**config.mk**
```make
export PLATFORM = sky130hd
export DESIGN_NAME = occ_channel
export DESIGN_NICKNAME = d
export VERILOG_FILES = /design/src/core/occ_channel.v
export VERILOG_INCLUDE_DIRS = /design/src /design/src/core
export SDC_FILE = /design/constraint.sdc
export NUM_CORES = 1
export LEC_CHECK = 0
export BUFFER_PORTS_ARGS = -buffer_cell sky130_fd_sc_hd__buf_2
export CORE_ASPECT_RATIO = 0.5
export CORE_MARGIN = 8
export CORE_UTILIZATION = 35
export CTS_CLUSTER_DIAMETER = 50
export DETAILED_ROUTE_END_ITERATION = 8
export GPL_TIMING_DRIVEN = 0
export HOLD_SLACK_MARGIN = 0.12
export PLACE_DENSITY = 0.71
export SYNTH_ARGS = -nofsm -noshare
export SYNTH_HDL_FRONTEND = slang
export SYNTH_SLANG_ARGS = --single-unit
```
**constraint.sdc**
```tcl
create_clock -name sys_clk -period 2.49 [get_ports sys_clk]
set_input_delay 0.249 -clock sys_clk [delete_from_list [all_inputs] [get_ports sys_clk]]
set_output_delay 0.249 -clock sys_clk [all_outputs]
set_load 0.01 [all_outputs]
```
**src/core/occ_consts.vh**
```
// Constants for the output compare channel
`ifndef OCC_CONSTS_VH
`define OCC_CONSTS_VH
`define OCC_ADDR_W         3
`define OCC_OFF_CTRL       3'h0
`define OCC_OFF_PRIMARY    3'h1
`define OCC_OFF_SECONDARY  3'h2
`define OCC_OFF_STATUS     3'h3
`define OCC_OFF_MASK       3'h4
`define OCC_CTRL_WMASK     16'h200f
`define OCC_CTRL_RESET     16'h0000
`define OCC_BIT_IDLE       13
`define OCC_BIT_FAULT      4
`define OCC_BIT_TSEL       3
`define OCC_MODE_HI        2
`define OCC_MODE_OFF       3'h0
`define OCC_MODE_RISE      3'h1
`define OCC_MODE_FALL      3'h2
`define OCC_MODE_TOGGLE    3'h3
`define OCC_MODE_SINGLE    3'h4
`define OCC_MODE_CONT      3'h5
`define OCC_MODE_PWM       3'h6
`define OCC_MODE_PWMF      3'h7
`define OCC_IRQ_W          2
`define OCC_IRQ_MATCH      0
`define OCC_IRQ_FAULT      1
`endif

```
**src/core/occ_channel.v**
```verilog
// Output compare channel with Avalon-MM register slave
`timescale 1ns/10ps
`include "occ_consts.vh"

// Function
// - Idle-stop set: channel halts while the processor idles.
// - Idle-stop clear: channel keeps running while the processor idles.
// - Fault flag set by hardware on PWM fault, read-only, hardware-cleared.
// - Fault flag used only in PWM-with-fault mode; otherwise stays clear.
// - Timer select one: count comes from second time base.
// - Timer select zero: count comes from first time base.
// - Mode 111: PWM output with fault input monitored.
// - Mode 110: PWM output, fault input ignored.
// - Mode 101: start low, then continuous pulses each timer period.
// - Mode 100: start low, then exactly one pulse.
// - Mode 011: each compare match toggles the output.
// - Mode 010: start high, match forces output low.
// - Mode 001: start low, match forces output high.
// - Mode 000: channel disabled, no events or output activity.
// - Unimplemented control bits read zero, writes ignored.
module occ_channel (
    input  wire        sys_clk,
    input  wire        rstn,
    input  wire [2:0]  avs_address,
    input  wire        avs_read,
    input  wire        avs_write,
    input  wire [31:0] avs_writedata,
    input  wire [3:0]  avs_byteenable,
    output reg  [31:0] avs_readdata,
    output reg         avs_waitrequest,
    input  wire [15:0] first_time_base,
    input  wire [15:0] second_time_base,
    input  wire        cpu_idle,
    input  wire        pwm_fault_in,
    output reg         compare_output_pin,
    output reg         irq
);

    ////////////////////////////////////////////////////////////////////////////
    reg  [15:0] ctrl_ff;
    reg  [15:0] primary_ff;
    reg  [15:0] secondary_ff;
    reg  [1:0]  status_ff;
    reg  [1:0]  mask_ff;
    reg         fault_ff;
    reg         done_ff;
    reg         fsync1_ff;
    reg         fsync2_ff;
    reg         isync1_ff;
    reg         isync2_ff;
    reg         ack_ff;
    reg         mode_wr_ff;
    reg  [15:0] nxt_ctrl;
    reg  [15:0] nxt_primary;
    reg  [15:0] nxt_secondary;
    reg  [1:0]  nxt_status;
    reg  [1:0]  nxt_mask;
    reg         nxt_out;
    reg         nxt_fault;
    reg         nxt_done;
    reg  [31:0] nxt_rdata;
    reg  [1:0]  ev;

    wire [2:0]  mode      = ctrl_ff[`OCC_MODE_HI:0];
    wire        tsel      = ctrl_ff[`OCC_BIT_TSEL];
    // Second time base when select is one, first otherwise
    wire [15:0] count     = tsel ? second_time_base : first_time_base;
    // Halt only when idle-stop is set and processor is idle
    wire        halted    = ctrl_ff[`OCC_BIT_IDLE] & isync2_ff;
    wire        run       = (mode != `OCC_MODE_OFF) & ~halted;
    wire        match_a   = run & (count == primary_ff);
    wire        match_b   = run & (count == secondary_ff);
    wire        period_st = run & (count == 16'h0000);
    wire        is_pwm    = (mode == `OCC_MODE_PWM) | (mode == `OCC_MODE_PWMF);
    // Single cycle answer: one wait cycle then ack
    wire        access    = (avs_read | avs_write) & ~ack_ff;
    wire        wr        = avs_write & ack_ff;
    wire [15:0] wdata     = avs_writedata[15:0];
    wire [15:0] bmask     = {{8{avs_byteenable[1]}}, {8{avs_byteenable[0]}}};
    wire        ctrl_wr   = wr & (avs_address == `OCC_OFF_CTRL);

    ////////////////////////////////////////////////////////////////////////////
    always @* begin
        nxt_ctrl      = ctrl_ff;
        nxt_primary   = primary_ff;
        nxt_secondary = secondary_ff;
        nxt_mask      = mask_ff;
        nxt_out       = compare_output_pin;
        nxt_fault     = fault_ff;
        nxt_done      = done_ff;
        nxt_rdata     = 32'h00000000;
        ev            = 2'h0;
        if (wr) begin
            case (avs_address)
                `OCC_OFF_CTRL: begin
                    // Fault bit and unimplemented bits are not writable
                    nxt_ctrl = (ctrl_ff & ~(bmask & `OCC_CTRL_WMASK))
                             | (wdata & bmask & `OCC_CTRL_WMASK);
                end
                `OCC_OFF_PRIMARY: begin
                    nxt_primary = (primary_ff & ~bmask) | (wdata & bmask);
                end
                `OCC_OFF_SECONDARY: begin
                    nxt_secondary = (secondary_ff & ~bmask) | (wdata & bmask);
                end
                `OCC_OFF_MASK: begin
                    if (avs_byteenable[0]) begin
                        nxt_mask = wdata[`OCC_IRQ_W-1:0];
                    end
                end
                default: begin
                end
            endcase
        end
        // Mode change re-initialises the pin on the next cycle
        if (mode_wr_ff) begin
            nxt_done  = 1'b0;
            nxt_fault = 1'b0;
            case (mode)
                `OCC_MODE_FALL: nxt_out = 1'b1;
                `OCC_MODE_TOGGLE: nxt_out = compare_output_pin;
                default: nxt_out = 1'b0;
            endcase
        end else if (run) begin
            case (mode)
                `OCC_MODE_RISE: begin
                    if (match_a) nxt_out = 1'b1;
                end
                `OCC_MODE_FALL: begin
                    if (match_a) nxt_out = 1'b0;
                end
                `OCC_MODE_TOGGLE: begin
                    if (match_a) nxt_out = ~compare_output_pin;
                end
                `OCC_MODE_SINGLE: begin
                    if (match_a & ~done_ff) nxt_out = 1'b1;
                    if (match_b & compare_output_pin) begin
                        nxt_out  = 1'b0;
                        nxt_done = 1'b1;
                    end
                end
                `OCC_MODE_CONT: begin
                    if (match_a) nxt_out = 1'b1;
                    if (match_b) nxt_out = 1'b0;
                end
                `OCC_MODE_PWM, `OCC_MODE_PWMF: begin
                    if (period_st) nxt_out = 1'b1;
                    if (match_a) nxt_out = 1'b0;
                end
                default: begin
                end
            endcase
            // Fault input acted on only in the faulted PWM mode
            if ((mode == `OCC_MODE_PWMF) & fsync2_ff) begin
                nxt_fault = 1'b1;
            end
            if (nxt_fault) nxt_out = 1'b0;
            ev[`OCC_IRQ_MATCH] = match_a;
        end
        // Flag cleared outside the faulted PWM mode, new mode included
        if (nxt_ctrl[`OCC_MODE_HI:0] != `OCC_MODE_PWMF) nxt_fault = 1'b0;
        ev[`OCC_IRQ_FAULT] = nxt_fault & ~fault_ff;
        nxt_ctrl[`OCC_BIT_FAULT] = nxt_fault;
        // Set wins over write-one-to-clear
        nxt_status = status_ff | ev;
        if (wr & (avs_address == `OCC_OFF_STATUS) & avs_byteenable[0]) begin
            nxt_status = (status_ff & ~wdata[`OCC_IRQ_W-1:0]) | ev;
        end
        // Loaded with the ack so data stand while waitrequest is low
        if (access & avs_read) begin
            case (avs_address)
                `OCC_OFF_CTRL: nxt_rdata = {16'h0000, ctrl_ff};
                `OCC_OFF_PRIMARY: nxt_rdata = {16'h0000, primary_ff};
                `OCC_OFF_SECONDARY: nxt_rdata = {16'h0000, secondary_ff};
                `OCC_OFF_STATUS: nxt_rdata = {30'h00000000, status_ff};
                `OCC_OFF_MASK: nxt_rdata = {30'h00000000, mask_ff};
                default: nxt_rdata = 32'h00000000;
            endcase
        end
    end

    ////////////////////////////////////////////////////////////////////////////
    // Fault and idle come from outside: two flops before use
    always @(posedge sys_clk) begin
        if (!rstn) begin
            ctrl_ff            <= `OCC_CTRL_RESET;
            primary_ff         <= 16'h0000;
            secondary_ff       <= 16'h0000;
            status_ff          <= 2'h0;
            mask_ff            <= 2'h0;
            fault_ff           <= 1'b0;
            done_ff            <= 1'b0;
            fsync1_ff          <= 1'b0;
            fsync2_ff          <= 1'b0;
            isync1_ff          <= 1'b0;
            isync2_ff          <= 1'b0;
            ack_ff             <= 1'b0;
            mode_wr_ff         <= 1'b0;
            compare_output_pin <= 1'b0;
            irq                <= 1'b0;
            avs_readdata       <= 32'h00000000;
            avs_waitrequest    <= 1'b1;
        end else begin
            ctrl_ff            <= nxt_ctrl;
            primary_ff         <= nxt_primary;
            secondary_ff       <= nxt_secondary;
            status_ff          <= nxt_status;
            mask_ff            <= nxt_mask;
            fault_ff           <= nxt_fault;
            done_ff            <= nxt_done;
            fsync1_ff          <= pwm_fault_in;
            fsync2_ff          <= fsync1_ff;
            isync1_ff          <= cpu_idle;
            isync2_ff          <= isync1_ff;
            ack_ff             <= access;
            mode_wr_ff         <= ctrl_wr & avs_byteenable[0];
            compare_output_pin <= nxt_out;
            irq                <= |(nxt_status & nxt_mask);
            avs_readdata       <= nxt_rdata;
            avs_waitrequest    <= ~access;
        end
    end

endmodule // occ_channel

```
Yosys cells after proc, flatten, opt, wreduce, memory -nomap -nowiden. Index checks and enable logic that the tools add are counted.

Register bits after elaboration: 95. Word-level logic and storage cells: 118. Bits of input ports: 77. Output and inout port bits: 35.

Muxes and demuxes: 29. Bitwise logic cells: 38. Reductions and logical operators: 14. Eq/ne operators: 19.

Operator list (number): $pmux W16 S5 (1); $and A16 B16 Y16 (4); $eq A16 B16 Y1 (2); $or A16 B16 Y16 (2); $mux W1 (19); $and A1 B1 Y1 (16); $logic_not A16 Y1 (1); $mux W16 (1); $not A14 Y16 (1); $not A16 Y16 (1); $or A16 B14 Y16 (1); $eq A3 B3 Y1 const B (5); $eq A3 B2 Y1 const B (4); $ne A5 B5 Y1 const B (2); $mux W2 (4); $reduce_and A2 Y1 (4); $reduce_bool A8 Y1 (1); $not A1 Y1 (7); $reduce_and A7 Y1 (1); $eq A3 B1 Y1 const B (2); $mux W3 (2); $ne A3 B3 Y1 const B (2); $pmux W1 S6 (1); $reduce_or A2 Y1 (3); other kinds (11) (13).

Longest topological paths before layout. Gate-level depths: netlist of the first run.

Word-level depth: 13. Depth in mapped cells: 9. Gate-level depth less buffers: 7.

Least setup slack after synthesis of the first run. Ideal clock, no wire load.

Kind: reg2reg. Start: reg with a tool-made name. End: reg compare_output_pin. Period minus slack after synthesis: 2.181 ns. Stages on the path, launching flop included: 10. Required time: 2.368 ns. Path buffers: 2. Data arrival time: 2.060 ns. Setup time: 0.122 ns. Setup slack: 0.309 ns. Cell sequence: dfxtp_1 -> buf_6 -> buf_6 -> mux2i_2 -> xnor2_1 -> nor4_2 -> nand4_2 -> o31ai_2 -> o311ai_1 -> o311a_1.

RTL lines: to (signal assigned) (line occ_channel.v:217) `compare_output_pin <= nxt_out;`; to (decl) (line occ_channel.v:35) `output reg compare_output_pin,`.

==> flow_summary.ini, run 1 <==
[setup_path]
rrSetupSlack_ps = -2
worstRegToRegCells = 9
end_kind = register
critPathArrivalTime_ps = 2710
crit_type = register to register
crit_fanout = 5
start_kind = register
r2r_end = compare_output_pin$_SDFFE_PN0P_
required_ps = 2710

[global_routing]
antenna_found_initial = 1
grt_usage = 0.1511
grt_pass1_wl_um = 16210
grt_pass1_vias = 3207
grt_max_degree = 13
gr-total-overflow = 0

[die]
die_area_sq_um = 13570
initial_core_util = 0.3642
chipHeight_um = 86.46
num_io_pins = 112
die_width_um = 156.9
row_count = 25
core_sq_um = 9540

[sta]
relSlewSlack = 0.3129
timing.final.ws_setup_ps = -2.124
tightest_slew_ps = 1027
fin_skew_ps = 5.380
post-route-min-period_ps = 2492
setup_violations = 1
fin_crit_sh = 1.001
rsz0062_at_grt = true
drv_slew = 0
fmax_mhz = 401.3
finalHoldViolations = 0
whs_ps = 157.2

[placement]
port-buffer-count = 75
hpwl_um = 7667
place_worst_setup_slack_ps = -4.374
place_area_sq_um = 4075
place_congestion = 0.8930

[pwr]
ir_drop_v = 0.0003473
p_leak_nw = 1.769
power_density_nw_per_um2 = 626.3
power.total_mw = 2.929

[logic_synthesis]
netlist_area_sq_um = 3475
ys.warnings.count = 0
syn_avg_cell_area_sq_um = 9.096
synth_ff_type = dfxtp_1
synthCells = 382
synth-seq-area-share = 0.3918
ys_ff_latch = 68
synth-edff-count = 0
async_flop_share = 0
ys_types = 44

[hold_path]
hold_start = avs_read
min_path_type = input port to register
min_to = avs_waitrequest$_SDFF_PN1_
hold_depth = 2

[layout]
final_common_cell = buf_2
multi_input_area_sq_um = 2061
design_area_sq_um = 4677
final-seq-area_sq_um = 1363
layout.nets = 569
n_fill_cell = 853
final_util = 0.4902
drive_gt1_frac = 0.2837
layout_common_cells = buf_2, nor2_1, dfxtp_1
area_growth_pct = 34.61
antennaDiodeCount = 0

[detailed_routing]
viasPerCell = 5.136
antenna_left = 0
wl_per_cell_um = 16.93
wl_um = 10700
drc = 0
route.vias.total = 3246
drt_first_pass_iters = 5
drtIter0Drc = 278

[clock_tree]
cts_root_buf = clkbuf_16
cts_sinks = 68
clkLatencyLatePin_ps = 340
path_clk_slew_ps = 60
clockBufferDepth = 2
cts_tree = yes
cts-buffers-inserted = 9
h-tree-depth = 3

[run]
max-cap-violations = 0

[status]
violations = negative setup slack
outcome = complete, but fails checks
how the worst max path moves through the flow:
stage,startpoint,depth (start not counted),endpoint
CTS,register,9,compare_output_pin$_SDFFE_PN0P_
detailed placement,register,9,compare_output_pin$_SDFFE_PN0P_
floorplan,register,9,compare_output_pin$_SDFFE_PN0P_
finish,register,9,compare_output_pin$_SDFFE_PN0P_
global placement,register,9,compare_output_pin$_SDFFE_PN0P_
global route,register,9,compare_output_pin$_SDFFE_PN0P_
critical path, stage by stage, from the launching register on:
cell       delay [ps]
dfxtp_2           320
buf_6             140
clkbuf_16         180
mux2i_4           260
xnor2_1           110
nor4_2            320
nand4_2           260
o21a_1            240
o211a_1           210
o311a_1           340
metal layers:
layer | GRT usage | vias up | routed length (um) | part of all wire
met5 | 0 | - | 8 | 0.00075
met4 | 0.05974 | 2 | 251 | 0.023
met3 | 0.04665 | 32 | 862 | 0.081
met2 | 0.2520 | 156 | 5109 | 0.48
met1 | 0.1794 | 1535 | 4468 | 0.42
li1 | - | 1521 | - | -
repair_timing:
action	CTS	global route
pin swaps	0	5
buffers inserted	0	6
resized for setup	6	20
endpoints found under the hold margin	2	0
hold buffers	2	0
cloned	0	1
endpoints found under the setup margin	1	2
final cells by class:
| cell class | count | share of cell area |
|---|---|---|
| clock inverters | 6 | 0.02916 |
| inverters | 6 | 0.004815 |
| flip-flops and latches | 68 | 0.2913 |
| repair buffers | 84 | 0.09952 |
| well taps | 135 | 0.03612 |
| clock buffers | 10 | 0.04896 |
| plain buffers | 35 | 0.04949 |
| multi-input cells | 288 | 0.4406 |
where the power goes:
| group | switching (mW) | internal, mW | total [mW] | leakage (nW) |
|---|---|---|---|---|
| registers | 0.00541 | 1.10 | 1.10 | 0.550 |
| logic | 0.145 | 0.111 | 0.256 | 1.05 |
| clock network | 0.489 | 1.08 | 1.57 | 0.173 |
cells in the mapped netlist, types with 2 or more instances:
cell,n,area share
nor2_1,73,0.079
buf_6,2,0.0065
inv_1,5,0.0054
a22oi_1,10,0.022
nand3_1,9,0.013
buf_4,16,0.035
o21ai_0,5,0.0072
nand2_1,11,0.012
nor4_2,3,0.011
mux4_2,2,0.013
nor3_1,9,0.013
nand2b_1,8,0.014
o31ai_1,3,0.0065
nor2b_1,3,0.0054
a21oi_1,12,0.017
mux2i_2,5,0.020
clkbuf_1,15,0.016
mux2i_1,54,0.16
dfxtp_1,68,0.39
a211oi_1,2,0.0043
xor2_1,6,0.015
xnor2_1,26,0.066
nor4_1,8,0.014
and2_1,4,0.0072
nand4_1,4,0.0072
metrics by stage:
step                      TNS (ps)  std cells
after floorplan                  0        397
after global placement      -17.56        607
after detailed placement    -4.374        607
after CTS                        0        625
after global routing        -66.80        632
final                       -2.124        632
kinds of logic after synthesis:
family | share of synthesized area
compound gates | 0.08318
xor+xnor | 0.08066
buf+inv | 0.06626
flops | 0.3918
mux | 0.1883
other cells | 0.001079
simple gates | 0.1887
No activity file was read; power rests on OpenSTA's default activity.
==> run 2: changes to the inputs <==
--- a/config.mk
+++ b/config.mk
@@ -9,12 +9,12 @@
 export BUFFER_PORTS_ARGS = -buffer_cell sky130_fd_sc_hd__buf_2
 export CORE_ASPECT_RATIO = 0.5
 export CORE_MARGIN = 8
-export CORE_UTILIZATION = 35
+export CORE_UTILIZATION = 30
 export CTS_CLUSTER_DIAMETER = 50
 export DETAILED_ROUTE_END_ITERATION = 8
 export GPL_TIMING_DRIVEN = 0
 export HOLD_SLACK_MARGIN = 0.12
-export PLACE_DENSITY = 0.71
+export PLACE_DENSITY = 0.64
 export SYNTH_ARGS = -nofsm -noshare
 export SYNTH_HDL_FRONTEND = slang
 export SYNTH_SLANG_ARGS = --single-unit
==> run 2 against run 1 <==
Utilization fell by 7.3 points. Critical path depth did not move. Wire length barely moved. Cell area fell by 0.64%. Maximum frequency fell by 1.9%. Highest routed layer is now met4. The run still ends with negative setup slack left.
==> flow_summary.ini, run 2 (synthesis results as in run 1) <==
[status]
outcome = complete, but fails checks
violations = negative setup slack

[placement]
place_area_sq_um = 4088
place_worst_setup_slack_ps = -34.06
port-buffer-count = 75
hpwl_um = 7912
place_congestion = 0.8148

[sta]
fin_crit_sh = 1.020
whs_ps = 148.2
fmax_mhz = 393.7
finalHoldViolations = 0
relSlewSlack = 0.3470
post-route-min-period_ps = 2540
rsz0062_at_grt = true
fin_skew_ps = 5.422
drv_slew = 0
setup_violations = 1
tightest_slew_ps = 975.8
timing.final.ws_setup_ps = -50.33

[global_routing]
grt_usage = 0.1330
grt_pass1_vias = 3107
antenna_found_initial = 0
grt_max_degree = 13
gr-total-overflow = 0
grt_pass1_wl_um = 16220

[clock_tree]
clkLatencyLatePin_ps = 340
cts_tree = yes
path_clk_slew_ps = 60
h-tree-depth = 3
cts_root_buf = clkbuf_16
cts-buffers-inserted = 9
cts_sinks = 68
clockBufferDepth = 2

[detailed_routing]
drt_first_pass_iters = 4
antenna_left = 0
wl_per_cell_um = 16.79
route.vias.total = 3058
viasPerCell = 4.793
wl_um = 10710
drtIter0Drc = 210
drc = 0

[layout]
multi_input_area_sq_um = 2086
area_growth_pct = 33.74
n_fill_cell = 1087
design_area_sq_um = 4647
layout.nets = 565
final_common_cell = buf_2
layout_common_cells = buf_2, nor2_1, dfxtp_1
drive_gt1_frac = 0.2819
final-seq-area_sq_um = 1363
antennaDiodeCount = 0

[die]
num_io_pins = 112
chipHeight_um = 92.10
core_sq_um = 11150
initial_core_util = 0.3117
die_area_sq_um = 15490
die_width_um = 168.2
row_count = 27

[setup_path]
start_kind = register
crit_type = register to register
cpMaxStageDelayCell = nor4_2
rrSetupSlack_ps = -50
cpPeakStageDelay_ps = 380
crit_fanout = 5
required_ps = 2710
path_cells = buf_6, clkbuf_16, mux2i_4, xnor2_2, nor4_2, nand4_2, o21a_1, o211a_1, o311a_1
end_kind = register
critPathArrivalTime_ps = 2760

[hold_path]
min_path_type = input port to register

[pwr]
power_density_nw_per_um2 = 597.8
p_leak_nw = 1.738
ir_drop_v = 0.0003362

[run]
max-cap-violations = 0
[run 2: cell type report]
class | count | share of cell area
inverter | 6 | 0.004847
clock inverter | 5 | 0.01804
buffer | 35 | 0.04793
timing repair buffer | 80 | 0.09370
sequential | 68 | 0.2932
tap | 145 | 0.03904
multi-input combinational | 288 | 0.4488
clock buffer | 11 | 0.05439
[run 2: metrics by stage]
stage          cells  TNS [ps]  power (mW)    util
6_report         638    -50.33       2.778  0.4168
3_5_place_dp     617    -34.06       1.354  0.3667
4_1_cts          636         0       2.778  0.4080
5_1_grt          638    -221.2       2.863  0.4168
3_3_place_gp     617    -28.64       1.352  0.3667
2_1_floorplan    397         0       1.256       -
[run 2: worst max-delay path, delay by kind of cell, from the launching register on]
| family | cells | cell delay, ps |
|---|---|---|
| AOI/OAI and AO/OA | 3 | 780 |
| and+or+nand+nor | 2 | 660 |
| DFF | 1 | 320 |
| buffers and inverters | 2 | 310 |
| muxes | 1 | 260 |
| xor gates and xnor gates | 1 | 100 |
[run 2: metal layers]
layer	track usage	routed length [um]	vias up
met5	0	0	-
met4	0.05830	229	0
met3	0.03378	664	17
met2	0.2198	5136	88
met1	0.1626	4679	1441
li1	-	-	1512
[run 2: power by group]
part | switching (mW) | leakage (nW) | internal, mW
clock | 0.485 | 0.158 | 0.932
combinational | 0.147 | 1.03 | 0.111
sequential | 0.00539 | 0.550 | 1.10
[run 2: timing repair]
action | in CTS | in global routing
hold buffers | 2 | 0
resized for setup | 16 | 10
buffers inserted | 1 | 1
pin swaps | 4 | 7
endpoints found under the hold margin | 2 | 0
cloned | 0 | 1
endpoints found under the setup margin | 1 | 2
[run 2: final timing paths]
check	startpoint	to	cells past startpoint
max	register	compare_output_pin$_SDFFE_PN0P_	9
min	avs_read	avs_waitrequest$_SDFF_PN1_	2
max reg2reg	register	compare_output_pin$_SDFFE_PN0P_	9
min reg2reg	isync1_ff$_SDFF_PN0_	isync2_ff$_SDFF_PN0_	1
==> run 3: changes to the inputs <==
--- a/config.mk
+++ b/config.mk
@@ -7,7 +7,7 @@
 export NUM_CORES = 1
 export LEC_CHECK = 0
 export BUFFER_PORTS_ARGS = -buffer_cell sky130_fd_sc_hd__buf_2
-export CORE_ASPECT_RATIO = 0.5
+export CORE_ASPECT_RATIO = 1.25
 export CORE_MARGIN = 8
 export CORE_UTILIZATION = 30
 export CTS_CLUSTER_DIAMETER = 50
==> run 3 against run 2 <==
The flow now finishes without violations. Clock power is 5% lower. Flip-flop and latch count is the same. Critical path type unchanged. Global-route usage rose by 1.3 points.
==> flow_summary.ini, run 3 (synthesis results as in run 1) <==
[pwr]
p_leak_nw = 1.765
ir_drop_v = 0.0004669
power_density_nw_per_um2 = 579.3

[placement]
hpwl_um = 8469
place_congestion = 0.9002
place_area_sq_um = 4079
port-buffer-count = 75

[clock_tree]
cts_sinks = 68
clockBufferDepth = 2
cts_tree = yes
cts-buffers-inserted = 9
cts_hold_buf = 0
h-tree-depth = 3
cts_root_buf = clkbuf_16
path_clk_slew_ps = 50
clkLatencyLatePin_ps = 340

[global_routing]
grt_usage = 0.1464
grt_max_degree = 11
antenna_found_initial = 0
grt_pass1_vias = 3218
gr-total-overflow = 0
grt_pass1_wl_um = 17320

[detailed_routing]
antenna_left = 0
drt_first_pass_iters = 4
drc = 0
viasPerCell = 5.054
wl_per_cell_um = 18.18
drtIter0Drc = 181
route.vias.total = 3194
wl_um = 11490

[die]
chipHeight_um = 136.3
num_io_pins = 112
row_count = 44
core_sq_um = 11450
initial_core_util = 0.3034
die_area_sq_um = 15300
die_width_um = 112.3

[status]
outcome = finished, final reports clean

[setup_path]
critPathArrivalTime_ps = 2700
cpPeakStageDelay_ps = 400
critPathMostFrequentCell = a211oi_1
cpMaxStageDelayCell = a211oi_1
required_ps = 2710
crit_fanout = 6
path_cells = buf_6, buf_12, clkbuf_2, nor4_1, nand4_1, a211oi_1, a211oi_1, o31ai_4, o311ai_1, o311a_1
crit_type = register to register
start_kind = register
end_kind = register

[sta]
fin_skew_ps = 4.242
finalHoldViolations = 0
relSlewSlack = 0.2663
tightest_slew_ps = 1097
setup_violations = 0
whs_ps = 132.2
drv_slew = 0
fmax_mhz = 403.3
fin_crit_sh = 0.9957
post-route-min-period_ps = 2479

[layout]
layout.nets = 568
final_util = 0.4105
antennaDiodeCount = 0
layout_common_cells = buf_2, nor2_1, dfxtp_1
drive_gt1_frac = 0.2955
design_area_sq_um = 4701
final_common_cell = buf_2
n_fill_cell = 1095
area_growth_pct = 35.29

[hold_path]
min_path_type = input port to register

[run]
max-cap-violations = 0
run 3: cell types whose count changed in the layout (fill, tap and decap cells not counted), sizes merged:
| cell | delta |
|---|---|
| buf | +4 |
| clkbuf | +2 |
| clkinvlp | -2 |
| dlygate4sd3 | -2 |
| clkinv | -1 |
run 3: routing by layer:
metal,track usage,routed length [um],share of wire,vias to the layer above
li1,-,-,-,1517
met1,0.1598,4558,0.40,1523
met2,0.2591,5886,0.51,130
met3,0.03200,643,0.056,24
met4,0.08189,398,0.035,0
met5,0,0,0,-
run 3: worst paths after layout:
| path | cells after the start | to | slack, ps | from |
|---|---|---|---|---|
| max | 10 | compare_output_pin$_SDFFE_PN0P_ | 10 | register |
| min | 2 | isync1_ff$_SDFF_PN0_ | 130 | cpu_idle |
| max reg2reg | 10 | compare_output_pin$_SDFFE_PN0P_ | 10 | register |
| min reg2reg | 1 | fsync2_ff$_SDFF_PN0_ | 440 | fsync1_ff$_SDFF_PN0_ |
run 3: final cells by class:
| class | count | area [sq um] | area share |
|---|---|---|---|
| Buffer | 35 | 231.5 | 0.04924 |
| Clock buffer | 12 | 246.5 | 0.05244 |
| Clock inverter | 2 | 60.06 | 0.01278 |
| Inverter | 6 | 22.52 | 0.004791 |
| Multi-Input combinational cell | 288 | 2155 | 0.4583 |
| Sequential cell | 68 | 1363 | 0.2899 |
| Tap cell | 138 | 172.7 | 0.03673 |
| Timing Repair Buffer | 83 | 450.4 | 0.09582 |
run 3: critical path: cells and delay by family (launching register included):
family	cells	cell delay, ps
DFF	1	320
and+or+nand+nor	2	490
AOI/OAI and AO/OA	5	1120
buffers and inverters	3	430
run 3: stage by stage:
| stage | TNS, ps | cells | power [mW] | worst slack, ps |
|---|---|---|---|---|
| after global placement | -90.31 | 610 | 1.354 | -90.31 |
| after global routing | -56.38 | 632 | 2.808 | -56.38 |
| final | 0 | 632 | 2.723 | 10.74 |
| after floorplan | 0 | 397 | 1.256 | 308.9 |
| after CTS | 0 | 625 | 2.700 | 2.773 |
| after detailed placement | -70.29 | 610 | 1.357 | -70.29 |
run 3: repair_timing:
item | in CTS | in global routing
buffers inserted | 1 | 6
gates resized for setup | 11 | 28
endpoints found under the setup margin | 1 | 2
gates cloned | 0 | 1
pin swaps | 3 | 10
run 3: report_power, final:
part	internal [mW]	total, mW	switching, mW	leakage, nW
Sequential	1.10	1.10	0.00546	0.550
Clock	0.893	1.35	0.456	0.149
Combinational	0.115	0.271	0.156	1.07
